## src/include/prescale_pkg.sv

```systemverilog
// package: register map, field layout, reset values and type carriers for the prescale timer
package prescale_pkg;

   // register offsets (plain port, word addressed)
   localparam logic [3:0] CONTROL_OFFSET     = 4'h0;
   localparam logic [3:0] FIRST_COUNT_OFFSET = 4'h1;
   localparam logic [3:0] SECOND_COUNT_OFFSET = 4'h2;
   localparam logic [3:0] VECTOR_OFFSET      = 4'h3;

   // control register field positions
   localparam int SOURCE_MSB   = 15;
   localparam int SOURCE_LSB   = 14;
   localparam int RATIO_MSB    = 13;
   localparam int RATIO_LSB    = 11;
   localparam int HOLD_BIT     = 8;
   localparam int INTERVAL_MSB = 4;
   localparam int INTERVAL_LSB = 2;
   localparam int IRQ_EN_BIT   = 1;
   localparam int IRQ_FLAG_BIT = 0;

   // reset values
   localparam logic [1:0] SOURCE_RESET   = 2'h0;
   localparam logic [2:0] RATIO_RESET    = 3'h0;
   localparam logic       HOLD_RESET     = 1'b1;
   localparam logic [2:0] INTERVAL_RESET = 3'h0;
   localparam logic       IRQ_EN_RESET   = 1'b0;
   localparam logic       IRQ_FLAG_RESET = 1'b0;
   localparam logic [7:0] COUNT_RESET    = 8'h00;

   // fixed ratios while calendar mode is on
   localparam logic [2:0] CAL_FIRST_TAP  = 3'h7;
   localparam logic [2:0] CAL_SECOND_TAP = 3'h6;

   // source codes
   localparam logic [1:0] SRC_AUX     = 2'h0;
   localparam logic [1:0] SRC_SUBMAIN = 2'h1;

   // interrupt vector value of this source
   localparam logic [15:0] VECTOR_SECOND = 16'h000A;
   localparam logic [15:0] VECTOR_NONE   = 16'h0000;

   typedef struct packed {
      logic [3:0]  addr;
      logic [15:0] wdata;
      logic        wr;
      logic        rd;
   } bus_req_type;

   typedef struct packed {
      logic [1:0] source;
      logic [2:0] ratio;
      logic       hold;
      logic [2:0] interval;
      logic       irq_en;
   } control_type;

endpackage

```

## src/verilog/clock_edge_detect.sv

```systemverilog
// synchroniser and rising edge detector for an outside clock input
`timescale 1ns/100ps
module clock_edge_detect (
   // clock and reset
   input  wire logic mclk,
   input  wire logic resetn,
   // outside clock level and its rising edge
   input  wire logic clk_in,
   output logic      rise
);
   logic meta_ff;
   logic sync_ff;
   logic last_ff;

   always_ff @(posedge mclk or negedge resetn) begin
      if (!resetn) begin
         meta_ff <= 1'b0;
         sync_ff <= 1'b0;
         last_ff <= 1'b0;
      end else begin
         meta_ff <= clk_in;
         sync_ff <= meta_ff;
         last_ff <= sync_ff;
      end
   end

   assign rise = sync_ff & ~last_ff;
endmodule

```

## src/verilog/divider_counter.sv

```systemverilog
// 8-bit prescale counter with software load and divided tap strobes
`timescale 1ns/100ps
module divider_counter #(
   parameter int WIDTH = 8
) (
   // clock and reset
   input  wire logic             mclk,
   input  wire logic             resetn,
   // counting
   input  wire logic             tick,
   input  wire logic             run,
   input  wire logic             clear,
   // software load
   input  wire logic             load,
   input  wire logic [WIDTH-1:0] load_value,
   // state and tap strobes
   output logic      [WIDTH-1:0] count,
   output logic      [WIDTH-1:0] tap_pulse
);
   logic [WIDTH-1:0] count_ff;
   logic [WIDTH-1:0] nxt_count;

   // the reset constant and the tap list only cover up to eight bits
   if (WIDTH < 1 || WIDTH > 8) begin
      $error("divider_counter: WIDTH must be 1 to 8");
   end

   assign nxt_count = count_ff + WIDTH'(1);

   // load wins over a count tick in the same cycle
   always_ff @(posedge mclk or negedge resetn) begin
      if (!resetn) begin
         count_ff <= prescale_pkg::COUNT_RESET[WIDTH-1:0];
      end else if (clear) begin
         count_ff <= prescale_pkg::COUNT_RESET[WIDTH-1:0];
      end else if (load) begin
         count_ff <= load_value;
      end else if (tick && run) begin
         count_ff <= nxt_count;
      end
   end

   // bit i falls 1->0 once every 2^(i+1) ticks: that is the /2^(i+1) tap
   always_comb begin
      for (int i = 0; i < WIDTH; i++) begin
         tap_pulse[i] = tick & run & ~clear & ~load & count_ff[i] & ~nxt_count[i];
      end
   end

   assign count = count_ff;
endmodule

```

## src/verilog/rtc_prescale_timer.sv

```systemverilog
// second prescale divider with control register and both prescale count registers
//
// What this block does
// - A two-bit source field picks the second divider clock: 00 aux, 01 submain, 1x first output.
// - In calendar mode the second divider always runs from the first divider output.
// - A three-bit ratio field picks the output ratio from /2 at code 0 to /256 at code 7.
// - In calendar mode the first output is fixed at /256 and the second at /128.
// - The second divider is frozen while its hold bit is 1, and hold resets to 1.
// - In calendar mode the hold bit is ignored and only the module clock hold stops it.
// - A three-bit interval field picks which tap, /2 to /256, sets the interval flag.
// - A read-write interrupt enable bit exists and resets to 0.
// - The interval flag is set by the selected event, is read-write, and resets to 0.
// - Reserved control bits 10-9 and 7-5 read as 0 and ignore writes.
// - The first divider 8-bit count is readable and writable by software.
// - The second divider 8-bit count is readable and writable by software.
// - A pending interval flag shows as vector value 0Ah below the higher sources.
// - A one-bit field picks the first divider input: 0 aux, 1 submain, outside calendar mode.
//
// The implementer's own choices: strobed register access and the address map.
`timescale 1ns/100ps
module rtc_prescale_timer (
   // clock and reset
   input  wire logic                      mclk,
   input  wire logic                      resetn,
   // register port
   input  wire prescale_pkg::bus_req_type bus_req,
   output logic [15:0]                    rdata,
   // outside clocks
   input  wire logic                      aux_clock,
   input  wire logic                      submain_clock,
   // settings and state of the rest of the unit
   input  wire logic                      calendar_mode,
   input  wire logic                      module_clock_hold,
   input  wire logic                      first_divider_source_select,
   input  wire logic [2:0]                first_divider_ratio,
   input  wire logic                      first_divider_hold,
   input  wire logic                      higher_irq_pending,
   // outputs
   output logic                           first_divider_out,
   output logic                           second_divider_out,
   output logic                           irq_request,
   output logic [15:0]                    irq_vector_value
);
   prescale_pkg::control_type ctrl_ff;
   logic        irq_flag_ff;
   logic [15:0] rdata_ff;
   logic        first_out_ff;
   logic        second_out_ff;
   logic        irq_ff;
   logic [15:0] vector_ff;
   logic        calendar_last_ff;
   logic        aux_rise;
   logic        sub_rise;
   logic        first_tick;
   logic        first_run;
   logic        second_tick;
   logic        second_run;
   logic        clear_counts;
   logic [7:0]  first_count;
   logic [7:0]  second_count;
   logic [7:0]  first_taps;
   logic [7:0]  second_taps;
   logic [2:0]  first_sel;
   logic [2:0]  second_sel;
   logic        first_pulse;
   logic        second_pulse;
   logic        interval_event;
   logic        wr_ctrl;
   logic        wr_first;
   logic        wr_second;

   assign wr_ctrl   = bus_req.wr && bus_req.addr == prescale_pkg::CONTROL_OFFSET;
   assign wr_first  = bus_req.wr && bus_req.addr == prescale_pkg::FIRST_COUNT_OFFSET;
   assign wr_second = bus_req.wr && bus_req.addr == prescale_pkg::SECOND_COUNT_OFFSET;

   clock_edge_detect u_aux_edge (
      .mclk   (mclk),
      .resetn (resetn),
      .clk_in (aux_clock),
      .rise   (aux_rise)
   );

   clock_edge_detect u_sub_edge (
      .mclk   (mclk),
      .resetn (resetn),
      .clk_in (submain_clock),
      .rise   (sub_rise)
   );

   // leaving calendar mode resets both prescale counts
   assign clear_counts = calendar_last_ff & ~calendar_mode;

   always_ff @(posedge mclk or negedge resetn) begin
      if (!resetn) begin
         calendar_last_ff <= 1'b0;
      end else begin
         calendar_last_ff <= calendar_mode;
      end
   end

   // first divider: source and hold live outside this block
   always_comb begin
      if (calendar_mode) begin
         first_tick = aux_rise;
         first_run  = ~module_clock_hold;
         first_sel  = prescale_pkg::CAL_FIRST_TAP;
      end else begin
         first_tick = first_divider_source_select ? sub_rise : aux_rise;
         first_run  = ~first_divider_hold;
         first_sel  = first_divider_ratio;
      end
   end

   divider_counter #(.WIDTH(8)) u_first (
      .mclk       (mclk),
      .resetn     (resetn),
      .tick       (first_tick),
      .run        (first_run),
      .clear      (clear_counts),
      .load       (wr_first),
      .load_value (bus_req.wdata[7:0]),
      .count      (first_count),
      .tap_pulse  (first_taps)
   );

   assign first_pulse = first_taps[first_sel];

   always_comb begin
      if (calendar_mode) begin
         second_tick = first_pulse;
         second_run  = ~module_clock_hold;
         second_sel  = prescale_pkg::CAL_SECOND_TAP;
      end else begin
         case (ctrl_ff.source)
            prescale_pkg::SRC_AUX:     second_tick = aux_rise;
            prescale_pkg::SRC_SUBMAIN: second_tick = sub_rise;
            default:                   second_tick = first_pulse;
         endcase
         second_run = ~ctrl_ff.hold;
         second_sel = ctrl_ff.ratio;
      end
   end

   divider_counter #(.WIDTH(8)) u_second (
      .mclk       (mclk),
      .resetn     (resetn),
      .tick       (second_tick),
      .run        (second_run),
      .clear      (clear_counts),
      .load       (wr_second),
      .load_value (bus_req.wdata[7:0]),
      .count      (second_count),
      .tap_pulse  (second_taps)
   );

   assign second_pulse   = second_taps[second_sel];
   assign interval_event = second_taps[ctrl_ff.interval];

   // control fields; reserved bits are simply not stored
   always_ff @(posedge mclk or negedge resetn) begin
      if (!resetn) begin
         ctrl_ff.source   <= prescale_pkg::SOURCE_RESET;
         ctrl_ff.ratio    <= prescale_pkg::RATIO_RESET;
         ctrl_ff.hold     <= prescale_pkg::HOLD_RESET;
         ctrl_ff.interval <= prescale_pkg::INTERVAL_RESET;
         ctrl_ff.irq_en   <= prescale_pkg::IRQ_EN_RESET;
      end else if (wr_ctrl) begin
         ctrl_ff.source   <= bus_req.wdata[prescale_pkg::SOURCE_MSB:prescale_pkg::SOURCE_LSB];
         ctrl_ff.ratio    <= bus_req.wdata[prescale_pkg::RATIO_MSB:prescale_pkg::RATIO_LSB];
         ctrl_ff.hold     <= bus_req.wdata[prescale_pkg::HOLD_BIT];
         ctrl_ff.interval <= bus_req.wdata[prescale_pkg::INTERVAL_MSB:prescale_pkg::INTERVAL_LSB];
         ctrl_ff.irq_en   <= bus_req.wdata[prescale_pkg::IRQ_EN_BIT];
      end
   end

   // an event in the cycle of a software write wins
   always_ff @(posedge mclk or negedge resetn) begin
      if (!resetn) begin
         irq_flag_ff <= prescale_pkg::IRQ_FLAG_RESET;
      end else if (interval_event) begin
         irq_flag_ff <= 1'b1;
      end else if (wr_ctrl) begin
         irq_flag_ff <= bus_req.wdata[prescale_pkg::IRQ_FLAG_BIT];
      end
   end

   function automatic logic [15:0] control_word(input prescale_pkg::control_type c,
                                                input logic flag);
      logic [15:0] w;
      w = 16'h0000;
      w[prescale_pkg::SOURCE_MSB:prescale_pkg::SOURCE_LSB]     = c.source;
      w[prescale_pkg::RATIO_MSB:prescale_pkg::RATIO_LSB]       = c.ratio;
      w[prescale_pkg::HOLD_BIT]                                = c.hold;
      w[prescale_pkg::INTERVAL_MSB:prescale_pkg::INTERVAL_LSB] = c.interval;
      w[prescale_pkg::IRQ_EN_BIT]                              = c.irq_en;
      w[prescale_pkg::IRQ_FLAG_BIT]                            = flag;
      return w;
   endfunction

   always_ff @(posedge mclk or negedge resetn) begin
      if (!resetn) begin
         rdata_ff <= 16'h0000;
      end else if (bus_req.rd) begin
         case (bus_req.addr)
            prescale_pkg::CONTROL_OFFSET:      rdata_ff <= control_word(ctrl_ff, irq_flag_ff);
            prescale_pkg::FIRST_COUNT_OFFSET:  rdata_ff <= {8'h00, first_count};
            prescale_pkg::SECOND_COUNT_OFFSET: rdata_ff <= {8'h00, second_count};
            prescale_pkg::VECTOR_OFFSET:       rdata_ff <= vector_ff;
            default:                           rdata_ff <= 16'h0000;
         endcase
      end else begin
         rdata_ff <= 16'h0000;
      end
   end

   // divided clocks toggle on each selected tap strobe
   always_ff @(posedge mclk or negedge resetn) begin
      if (!resetn) begin
         first_out_ff  <= 1'b0;
         second_out_ff <= 1'b0;
      end else begin
         first_out_ff  <= first_out_ff ^ first_pulse;
         second_out_ff <= second_out_ff ^ second_pulse;
      end
   end

   // higher-ranked sources mask this vector value
   always_ff @(posedge mclk or negedge resetn) begin
      if (!resetn) begin
         irq_ff    <= 1'b0;
         vector_ff <= prescale_pkg::VECTOR_NONE;
      end else begin
         irq_ff    <= irq_flag_ff & ctrl_ff.irq_en;
         vector_ff <= (irq_flag_ff && !higher_irq_pending) ? prescale_pkg::VECTOR_SECOND
                                                           : prescale_pkg::VECTOR_NONE;
      end
   end

   assign rdata              = rdata_ff;
   assign first_divider_out  = first_out_ff;
   assign second_divider_out = second_out_ff;
   assign irq_request        = irq_ff;
   assign irq_vector_value   = vector_ff;

   // watchers on the counting paths and the register side
   hold_default_a : assert property (@(posedge mclk) $rose(resetn)
      |-> ctrl_ff.hold && !ctrl_ff.irq_en && !irq_flag_ff)
      else $error("control reset values wrong");

   held_freeze_a : assert property (@(posedge mclk) disable iff (!resetn)
      (!calendar_mode && ctrl_ff.hold && !wr_second && !clear_counts)
      |=> $stable(second_count))
      else $error("second count moved while held");

   cal_hold_a : assert property (@(posedge mclk) disable iff (!resetn)
      (calendar_mode && module_clock_hold) |-> second_taps == 8'h00)
      else $error("second divider ran under module hold");

   flag_set_a : assert property (@(posedge mclk) disable iff (!resetn)
      interval_event |=> irq_flag_ff)
      else $error("interval event did not set flag");

   flag_write_a : assert property (@(posedge mclk) disable iff (!resetn)
      (wr_ctrl && !interval_event)
      |=> irq_flag_ff == $past(bus_req.wdata[0]))
      else $error("flag write lost");

   irq_pair_a : assert property (@(posedge mclk) disable iff (!resetn)
      irq_request |-> $past(irq_flag_ff) && $past(ctrl_ff.irq_en))
      else $error("request without flag and enable");

   irq_on_a : assert property (@(posedge mclk) disable iff (!resetn)
      (irq_flag_ff && ctrl_ff.irq_en) |=> irq_request)
      else $error("request missing with flag and enable");

   reserved_zero_a : assert property (@(posedge mclk) disable iff (!resetn)
      (bus_req.rd && bus_req.addr == prescale_pkg::CONTROL_OFFSET)
      |=> (rdata & 16'h06E0) == 16'h0000)
      else $error("reserved bits read non-zero");

   count_load_a : assert property (@(posedge mclk) disable iff (!resetn)
      (wr_first && !clear_counts) |=> first_count == $past(bus_req.wdata[7:0]))
      else $error("first count write lost");

   first_hold_a : assert property (@(posedge mclk) disable iff (!resetn)
      (!calendar_mode && first_divider_hold && !wr_first && !clear_counts)
      |=> $stable(first_count))
      else $error("first count moved while held");

   first_source_a : assert property (@(posedge mclk) disable iff (!resetn)
      (!calendar_mode && !first_divider_source_select) |-> first_tick == aux_rise)
      else $error("first divider not on aux clock");

   second_source_a : assert property (@(posedge mclk) disable iff (!resetn)
      (!calendar_mode && ctrl_ff.source == prescale_pkg::SRC_SUBMAIN)
      |-> second_tick == sub_rise)
      else $error("second divider not on submain clock");

   vector_value_a : assert property (@(posedge mclk) disable iff (!resetn)
      (irq_flag_ff && !higher_irq_pending) |=> irq_vector_value == 16'h000A)
      else $error("vector value not 0Ah");

   cal_source_a : assert property (@(posedge mclk) disable iff (!resetn)
      calendar_mode |-> second_tick == first_pulse)
      else $error("calendar mode source wrong");

   cal_first_tap_a : assert property (@(posedge mclk) disable iff (!resetn)
      calendar_mode |-> first_pulse == first_taps[7])
      else $error("calendar first tap not the top tap");

   out_toggle_a : assert property (@(posedge mclk) disable iff (!resetn)
      second_pulse |=> second_divider_out != $past(second_divider_out))
      else $error("second output missed its tap");
endmodule

```

## config.mk

```make
export PLATFORM = sky130hd
export DESIGN_NAME = rtc_prescale_timer
export DESIGN_NICKNAME = d
export VERILOG_FILES = /design/src/include/prescale_pkg.sv /design/src/verilog/clock_edge_detect.sv /design/src/verilog/divider_counter.sv /design/src/verilog/rtc_prescale_timer.sv
export SDC_FILE = /design/constraint.sdc
export NUM_CORES = 1
export LEC_CHECK = 0
export ABC_AREA = 0
export BUFFER_PORTS_ARGS = -buffer_cell sky130_fd_sc_hd__buf_4
export CAP_MARGIN = 40
export CORE_MARGIN = 5
export CORE_UTILIZATION = 25
export DETAILED_ROUTE_END_ITERATION = 8
export HOLD_SLACK_MARGIN = 0.1
export SYNTH_ARGS = -nofsm -noshare
export SYNTH_HDL_FRONTEND = slang
export SYNTH_SLANG_ARGS = --single-unit
```

## constraint.sdc

```tcl
create_clock -name mclk -period 5 [get_ports mclk]
set_input_delay 0.5 -clock mclk [delete_from_list [all_inputs] [get_ports mclk]]
set_output_delay 0.5 -clock mclk [all_outputs]
set_load 0.02 [all_outputs]
```

Word-level counts from Yosys, hierarchy flattened --
Index checks and enable logic that the tools add are counted.
Operators by class: multiplexer cells 25, reductions and logical operators 12, bitwise logic cells 69, $add $sub $neg 2, $lt $le $gt $ge 3, equal/unequal tests 4
Operator list (count):
- case mux 16 bit (4 select lines) | 1
- two-way mux 8 bit | 6
- bitwise AND 1 bit | 42
- inverter 1 bit | 25
- adder 8 x 1 -> 8 bit (second input constant) | 2
- two-way mux 16 bit | 1
- less-than comparator 3 x 4 -> 1 bit (second input constant) | 3
- two-way mux 1 bit | 10
- binary-select mux 1 bit (select 3 bit) | 3
- equality test 4 x 2 -> 1 bit (second input constant) | 2
- logical AND 1 bit | 6
- two-way mux 3 bit | 2
- nonzero test 3 bit | 2
- equality test 4 x 1 -> 1 bit (second input constant) | 1
- zero test 4 bit | 1
- two-way mux 4 bit | 1
- equality test 2 x 1 -> 1 bit (second input constant) | 1
- zero test 2 bit | 1
- case mux 1 bit (2 select lines) | 1
- nonzero test 2 bit | 1
- XOR 1 bit | 2
- zero test 1 bit | 1
Storage, ports and cells: bits of input ports 34, logic and storage cells 135, output and inout bits 35, register bits after elaboration 57

Logic depth before layout (Yosys ltp) --
Gate-level depths: netlist of run 1.
word-level depth 21, gate-level depth with buffers 9, mapped depth without buffers 8

Cells and area by module --
From an unflattened synthesis of run 1, not the netlist that was laid out.
Second synthesis, totals: cells, all modules 284, area, all modules 2900.3 um^2
By module, submodules not included:
- rtc_prescale_timer | times used 1, sequential area each 752.0 um^2, cells an instance 148, area an instance 1621.6 um^2
- divider_counter | times used 2, sequential area each 200.2 um^2, cells an instance 64, area an instance 550.5 um^2
- clock_edge_detect | times used 2, sequential area each 75.1 um^2, cells an instance 4, area an instance 88.8 um^2

Worst setup path after synthesis of run 1 --
No wires, ideal clock.
path kind register to register, from register u_first.count_ff[0], in the netlist u_first.count[0], to register u_second.count_ff[6], in the netlist u_second.count[6], library setup time 136 ps, data required time 4864 ps, setup slack 2807 ps, cell stages (with the launch flop) 9, buffers on the path 0, arrival 2057 ps, period minus slack after synthesis 2193 ps, cells stage by stage dfrtp_1 > ha_1 > nand3b_1 > a311o_1 > o22ai_4 > o221ai_4 > a211oi_2 > xnor2_1 > a21oi_1
On the way: cells in the longest elaborated chain, start to end 9, elaborated cells between the ends (all ways) 24, classes of those cells 1 x add/sub; 4 x mux; 17 x bitwise; 2 x reduce/logical
RTL lines:
- start, declared | line divider_counter.sv:20 | logic [WIDTH-1:0] count_ff;
- start signal, assigned | line divider_counter.sv:33 | count_ff <= prescale_pkg::COUNT_RESET[WIDTH-1:0];
- start signal, assigned | line divider_counter.sv:35 | count_ff <= prescale_pkg::COUNT_RESET[WIDTH-1:0];
- start signal, assigned | line divider_counter.sv:37 | count_ff <= load_value;
- adder 8 x 1 -> 8 bit | line divider_counter.sv:28 | assign nxt_count = count_ff + WIDTH'(1);
- inverter 1 bit | line divider_counter.sv:46 | tap_pulse[i] = tick & run & ~clear & ~load & count_ff[i] & ~nxt_count[i];
- bitwise AND 1 bit | line divider_counter.sv:46
- binary-select mux 1 bit (select 3 bit) * | line rtc_prescale_timer.sv:126 | assign first_pulse = first_taps[first_sel];
- two-way mux 1 bit (not written as such) * | line rtc_prescale_timer.sv:126
- case mux 1 bit (2 select lines) | line rtc_prescale_timer.sv:134 | case (ctrl_ff.source)
- two-way mux 1 bit * | line rtc_prescale_timer.sv:129 | if (calendar_mode) begin
- logical AND 1 bit * | line divider_counter.sv:38 | end else if (tick && run) begin
- nonzero test 3 bit (no line) *
- end signal, assigned | line divider_counter.sv:35
- end signal, assigned | line divider_counter.sv:37
- end signal, assigned | line divider_counter.sv:39 | count_ff <= nxt_count;
- end, declared | line divider_counter.sv:20
Every way passes the cells marked *; elsewhere a longest branch is shown, timed or not. The select of a mux whose other input is x is not followed. A chain may end at the register's enable or synchronous reset.

Worst setup path after layout of run 1 --
Ends and elaborated chain as after synthesis.

==> impl_metrics.toml, run 1 <==
[route]
ant_nets = 0
post_drt_via_cell_ratio = 4.73
drtIter0Drc = 106
drc = 0
wirelength_um = 7370
wl_per_cell_um = 15.7
num_vias = 2220
firstDrtPassIters = 4

[layout]
syn_to_final_growth_pct = 20.7
final_cell_mix = "dfrtp_1 (51), buf_4 (51), nor2_1 (25), a21oi_1 (18), conb_1 (16)"
antenna_cells = 0
nets = 361
drive_gt1_frac = 0.273
fin_cells = 469

[critical_path]
r2r-end = "u_second.count[6]$_DFFE_PN0P_"
reg2reg_slack_ps = 2550
crit_required_ps = 5150
cp_max_fo = 7
crit_arrival_ps = 2600
critPathCaptureType = "flip-flop"
cp-start-kind = "flip-flop"
r2r-start = "u_first.count[0]$_DFFE_PN0P_"
crit_type = "flip-flop to flip-flop"
reg2reg_depth = 8

[timing]
fin_ws_ps = 2550
fin_crit_sh = 0.490
slew_viol_final = 0
setup_viol = 0
worst_slew_pin_slew_ps = 702
max_freq_mhz = 408
finalHoldViolCount = 0
relSlewSlack = 0.531
hold_ws_ps = 246
skew_ps = 5.52
tns_ps = 0
rsz0062_at_grt = "no"
post-route-min-period_ps = 2450

[global_route]
grt_pass1_vias = 2277
grt_pass1_wl_um = 12000
track_usage = 0.107
overflow = 0
grt_max_degree = 53
antenna_found_initial = 0

[clock_tree]
cts_setup_buffers = 0
htree_levels = 2
clk_latency_ps = 290
cts_resized = 0
clock_path_buffers = 2
cts.clk_slew.worst_paths_ps = 70
cts_tree = "done"
numClockSinks = 52
cts_root_buf = "clkbuf_16"
cts_hold_buf = 0
cts_inserted_buffers = 5

[pwr]
power_density_nw_per_um2 = 319
vdd_ir_drop_max_v = 0.000158
p_leak_uw = 0.00149

[logic_synthesis]
ys_types = 57
ys_seq_elements = 52
async_flop_share = 1.00
synthFlopType = "dfrtp_1"
synth-edff-count = 0
synth_area_um2 = 2890
ys_warn_count = 0
synthCells = 280
ys_seq_area_frac = 0.450
syn_area_per_cell_um2 = 10.3

[place]
hpwl_um = 5740
dp_cells = 461
gp_congestion = 0.880
place_ws_ps = 2420
port_buffers = 50

[die]
core_um2 = 11400
rows = 39
die_area_um2 = 13800
chipHeight_um = 118
dieWidth_um = 118
io_pins = 69
start_util = 0.255

[outcome]
status = "finished clean"

[hold_path]
hp-class = "input pin to async pin"

[run]
drv_cap = 0
stage by stage:
step | util | total power (uW) | cell area [um^2]
CTS | 0.307 | 1130 | 3490
global route | 0.307 | 1170 | 3490
detailed placement | 0.294 | 768 | 3340
global placement | 0.293 | 763 | 3330
finish | 0.307 | 1110 | 3490
floorplan | - | 685 | 2950
sequential cells by signal (all words and copies together) (netlist names):
register            count
u_aux_edge.meta_ff      1
ctrl_ff                10
u_second.count          8
rdata                  14
first_divider_out       1
calendar_last_ff        1
irq_vector_value        1
irq_flag_ff             1
u_aux_edge.last_ff      1
u_aux_edge.sync_ff      1
u_sub_edge.last_ff      1
u_first.count           8
second_divider_out      1
u_sub_edge.sync_ff      1
irq_request             1
u_sub_edge.meta_ff      1
routing by layer:
layer  vias up  share of wire  global-route usage  wire length, um
li1       1068              -                   -                -
met1      1092           0.42               0.133             3130
met2        56           0.51               0.181             3730
met3         4          0.063              0.0322              464
met4         0         0.0066              0.0244               49
met5         -              0                   0                0
worst max-delay path by stage:
stage / startpoint / to / cells past startpoint
floorplan: u_first.count[0]$_DFFE_PN0P_ / u_second.count[6]$_DFFE_PN0P_ / 8
global placement: bus_req[21] / second_divider_out$_DFF_PN0_ / 8
detailed placement: bus_req[21] / second_divider_out$_DFF_PN0_ / 8
CTS: u_first.count[0]$_DFFE_PN0P_ / u_second.count[6]$_DFFE_PN0P_ / 8
global route: u_first.count[0]$_DFFE_PN0P_ / u_second.count[5]$_DFFE_PN0P_ / 8
finish: u_first.count[0]$_DFFE_PN0P_ / u_second.count[6]$_DFFE_PN0P_ / 8
report_power, final:
part           leakage (uW)  internal (uW)  switching, uW
clock network     0.0000719            190            164
logic              0.000744            108            117
registers          0.000679            471           62.0
synth_stat cells, drive strengths merged, types with 2 or more instances:
cell | count | area, um^2
a31oi | 5 | 31.3
nor2 | 25 | 93.8
nand2 | 12 | 47.6
buf | 21 | 148
and3 | 8 | 60.1
o22ai | 2 | 26.3
mux2i | 7 | 70.1
a31o | 2 | 17.5
nand3b | 3 | 22.5
ha | 2 | 25.0
a22oi | 3 | 22.5
inv | 2 | 7.51
nor3b | 2 | 15.0
nor2b | 8 | 50.1
a21oi | 19 | 98.9
a211oi | 11 | 92.6
o21ai | 14 | 73.8
o211ai | 3 | 36.3
dfrtp | 51 | 1280
nor3 | 5 | 30.0
clkbuf | 8 | 30.0
or3b | 3 | 26.3
mux2 | 9 | 101
mux4 | 2 | 45.0
nand3 | 7 | 35.0
and2 | 9 | 56.3
nand2b | 2 | 12.5
nand4 | 3 | 18.8
xnor2 | 14 | 123
area by class of cell:
class / count / area (um^2)
Clock buffer: 5 / 125
Timing Repair Buffer: 52 / 388
Tap cell: 143 / 179
Inverter: 2 / 7.51
Fill cell: 1177 / 7880
Clock inverter: 3 / 27.5
Sequential cell: 52 / 1300
Multi-Input combinational cell: 212 / 1460
worst max-delay path: stages (launching register included):
cell and delay, ps:
dfrtp_1 480, ha_1 340, nand3b_1 160, a311o_1 360, o22ai_4 280, o221ai_4 220
a211oi_2 250, xnor2_1 150, a21oi_1 80
cells by family (layout without fill, tap and decap cells):
family,Yosys count,after routing,share of synthesized area
AO/OA/AOI/OAI,67,67,0.172
other,1,16,0.00130
flip-flops,52,52,0.450
XOR/XNOR,15,15,0.0454
adder cells (fa/ha/maj),2,2,0.00865
buffers and inverters,31,62,0.0640
multiplexers,18,18,0.0748
AND/OR/NAND/NOR,94,94,0.184
Power figures use the tool's default switching activity.
==> inputs of run 2 (changes only) <==
==> constraint.sdc (replaced) <==
create_clock -name mclk -period 2 [get_ports mclk]
set_input_delay 0.2 -clock mclk [delete_from_list [all_inputs] [get_ports mclk]]
set_output_delay 0.2 -clock mclk [all_outputs]
set_load 0.02 [all_outputs]
==> run 2 against run 1 <==
  * The run now ends with setup timing left
  * Fmax increased by 10%
  * Final cell count increased by 6.8%
  * Critical path depth decreased by 1
  * Wire length increased by 6.1%
  * Cell area increased by 9.1%
==> impl_metrics.toml, run 2 (synthesis results as in run 1) <==
[critical_path]
critPathCaptureType = "flip-flop"
r2r-end = "irq_flag_ff$_DFFE_PN0P_"
cp_max_fo = 7
crit_buf_inv = 1
path_depth = 7
reg2reg_depth = 7
crit_path_cell_trace = "buf_4 > and3_4 > a311oi_2 > o22ai_4 > o211ai_4 > nand2_2 > a221o_1"
r2r-start = "u_first.count[0]$_DFFE_PN0P_"
crit_required_ps = 2180
crit_arrival_ps = 2400
slowest_delay_ps = 430
crit_type = "flip-flop to flip-flop"
crit_end = "irq_flag_ff$_DFFE_PN0P_"
critPathLaunch = "u_first.count[0]$_DFFE_PN0P_"
reg2reg_slack_ps = -220
cp-start-kind = "flip-flop"
crit_slowest_cell = "dfrtp_2"
cpLargestDelayFamily = "compound AO/OA/AOI/OAI gates"

[global_route]
grt_pass1_vias = 2352
grt_pass1_wl_um = 12300
track_usage = 0.109
antenna_found_initial = 0
grt_max_degree = 53
overflow = 0

[clock_tree]
htree_levels = 2
clock_path_buffers = 2
clk_latency_ps = 290
cts.clk_slew.worst_paths_ps = 70
cts_inserted_buffers = 5
cts_root_buf = "clkbuf_16"
numClockSinks = 52
cts_tree = "done"

[outcome]
status = "complete, but fails checks"
violations = "setup timing"

[die]
core_um2 = 11400
start_util = 0.255
dieWidth_um = 118
rows = 39
chipHeight_um = 118
die_area_um2 = 13800
io_pins = 69

[hold_path]
hold_depth = 3
hp-class = "input pin to flip-flop"

[layout]
antenna_cells = 0
largest_reg_flops = 14
final_common_cell = "buf_4"
nets = 393
final_core_util = 0.335
syn_to_final_growth_pct = 31.6
drive_gt1_frac = 0.349
final_cell_mix = "buf_4 (80), dfrtp_1 (50), nor2_1 (24), a21oi_1 (17), conb_1 (16)"
fin_cells = 501

[timing]
finalHoldViolCount = 0
worst_slew_pin_slew_ps = 666
post-route-min-period_ps = 2220
skew_ps = 3.44
slew_viol_final = 0
setup_viol = 10
fin_crit_sh = 1.11
max_freq_mhz = 450
hold_ws_ps = 116
relSlewSlack = 0.556
rsz0062_at_grt = "yes"
tns_ps = -1540
fin_ws_ps = -224

[place]
gp_congestion = 0.902
hpwl_um = 6110
dp_cells = 488
port_buffers = 50

[route]
wl_per_cell_um = 15.6
drtIter0Drc = 187
ant_nets = 0
num_vias = 2298
post_drt_via_cell_ratio = 4.59
wirelength_um = 7820
firstDrtPassIters = 4
drc = 0

[pwr]
p_leak_uw = 0.00167
vdd_ir_drop_max_v = 0.000420
p_total_uw = 3040
power_density_nw_per_um2 = 798

[run]
drv_cap = 0
==> run 2: cell count changes in the layout (fill, tap and decap cells not counted), sizes merged <==
cell and delta:
buf +28, clkinvlp -1, clkbuf +1, dlygate4sd3 +4, inv -1, bufinv +1
==> run 2: stage by stage <==
step,setup slack [ps],instance area (um^2)
after CTS,-216,3790
after detailed placement,-223,3560
final,-224,3810
after global routing,-273,3810
after floorplan,-114,2970
after global placement,-160,3560
==> run 2: worst register-to-register path, cell delays in order, from the launching register on <==
cell	delay, ps
dfrtp_2	430
buf_4	170
and3_4	190
a311oi_2	360
o22ai_4	160
o211ai_4	310
nand2_2	180
a221o_1	320
==> run 2: worst min-delay path by stage <==
stage,end,start
after floorplan,calendar_last_ff$_DFF_PN0_,resetn
after global placement,rdata[15]$_DFF_PN0_,resetn
after detailed placement,rdata[1]$_DFF_PN0_,resetn
after CTS,ctrl_ff[9]$_DFFE_PN0P_,bus_req[17]
after global routing,ctrl_ff[9]$_DFFE_PN0P_,bus_req[17]
final,ctrl_ff[9]$_DFFE_PN0P_,bus_req[17]
==> run 2: repair_timing <==
action                     in CTS  in global routing
resized for setup               2                  3
setup endpoints to repair      10                 12
setup buffers                   0                  1
cloned                          0                  0
hold buffers                    4                  0
pin swaps                       4                  2
hold endpoints to repair       54                  0
==> run 2: area by class of cell <==
cell class	instances	area [um^2]
Inverter	2	7.51
Timing Repair Buffer	84	641
Tap cell	143	179
Clock buffer	6	139
Clock inverter	2	38.8
Multi-Input combinational cell	212	1500
Sequential cell	52	1300
Fill cell	1153	7560
==> run 2: layer usage <==
metal / vias up / wire length [um] / GRT usage
met3: 7 / 355 / 0.0235
met2: 49 / 3920 / 0.186
met1: 1113 / 3480 / 0.141
met5: - / 0 / 0
li1: 1129 / - / -
met4: 0 / 66 / 0.0215
==> run 2: where the power goes <==
part / internal, uW / leakage, uW / switching, uW
Clock: 628 / 0.0000871 / 401
Combinational: 347 / 0.000903 / 352
Sequential: 1180 / 0.000677 / 133
Total: 2150 / 0.00167 / 885
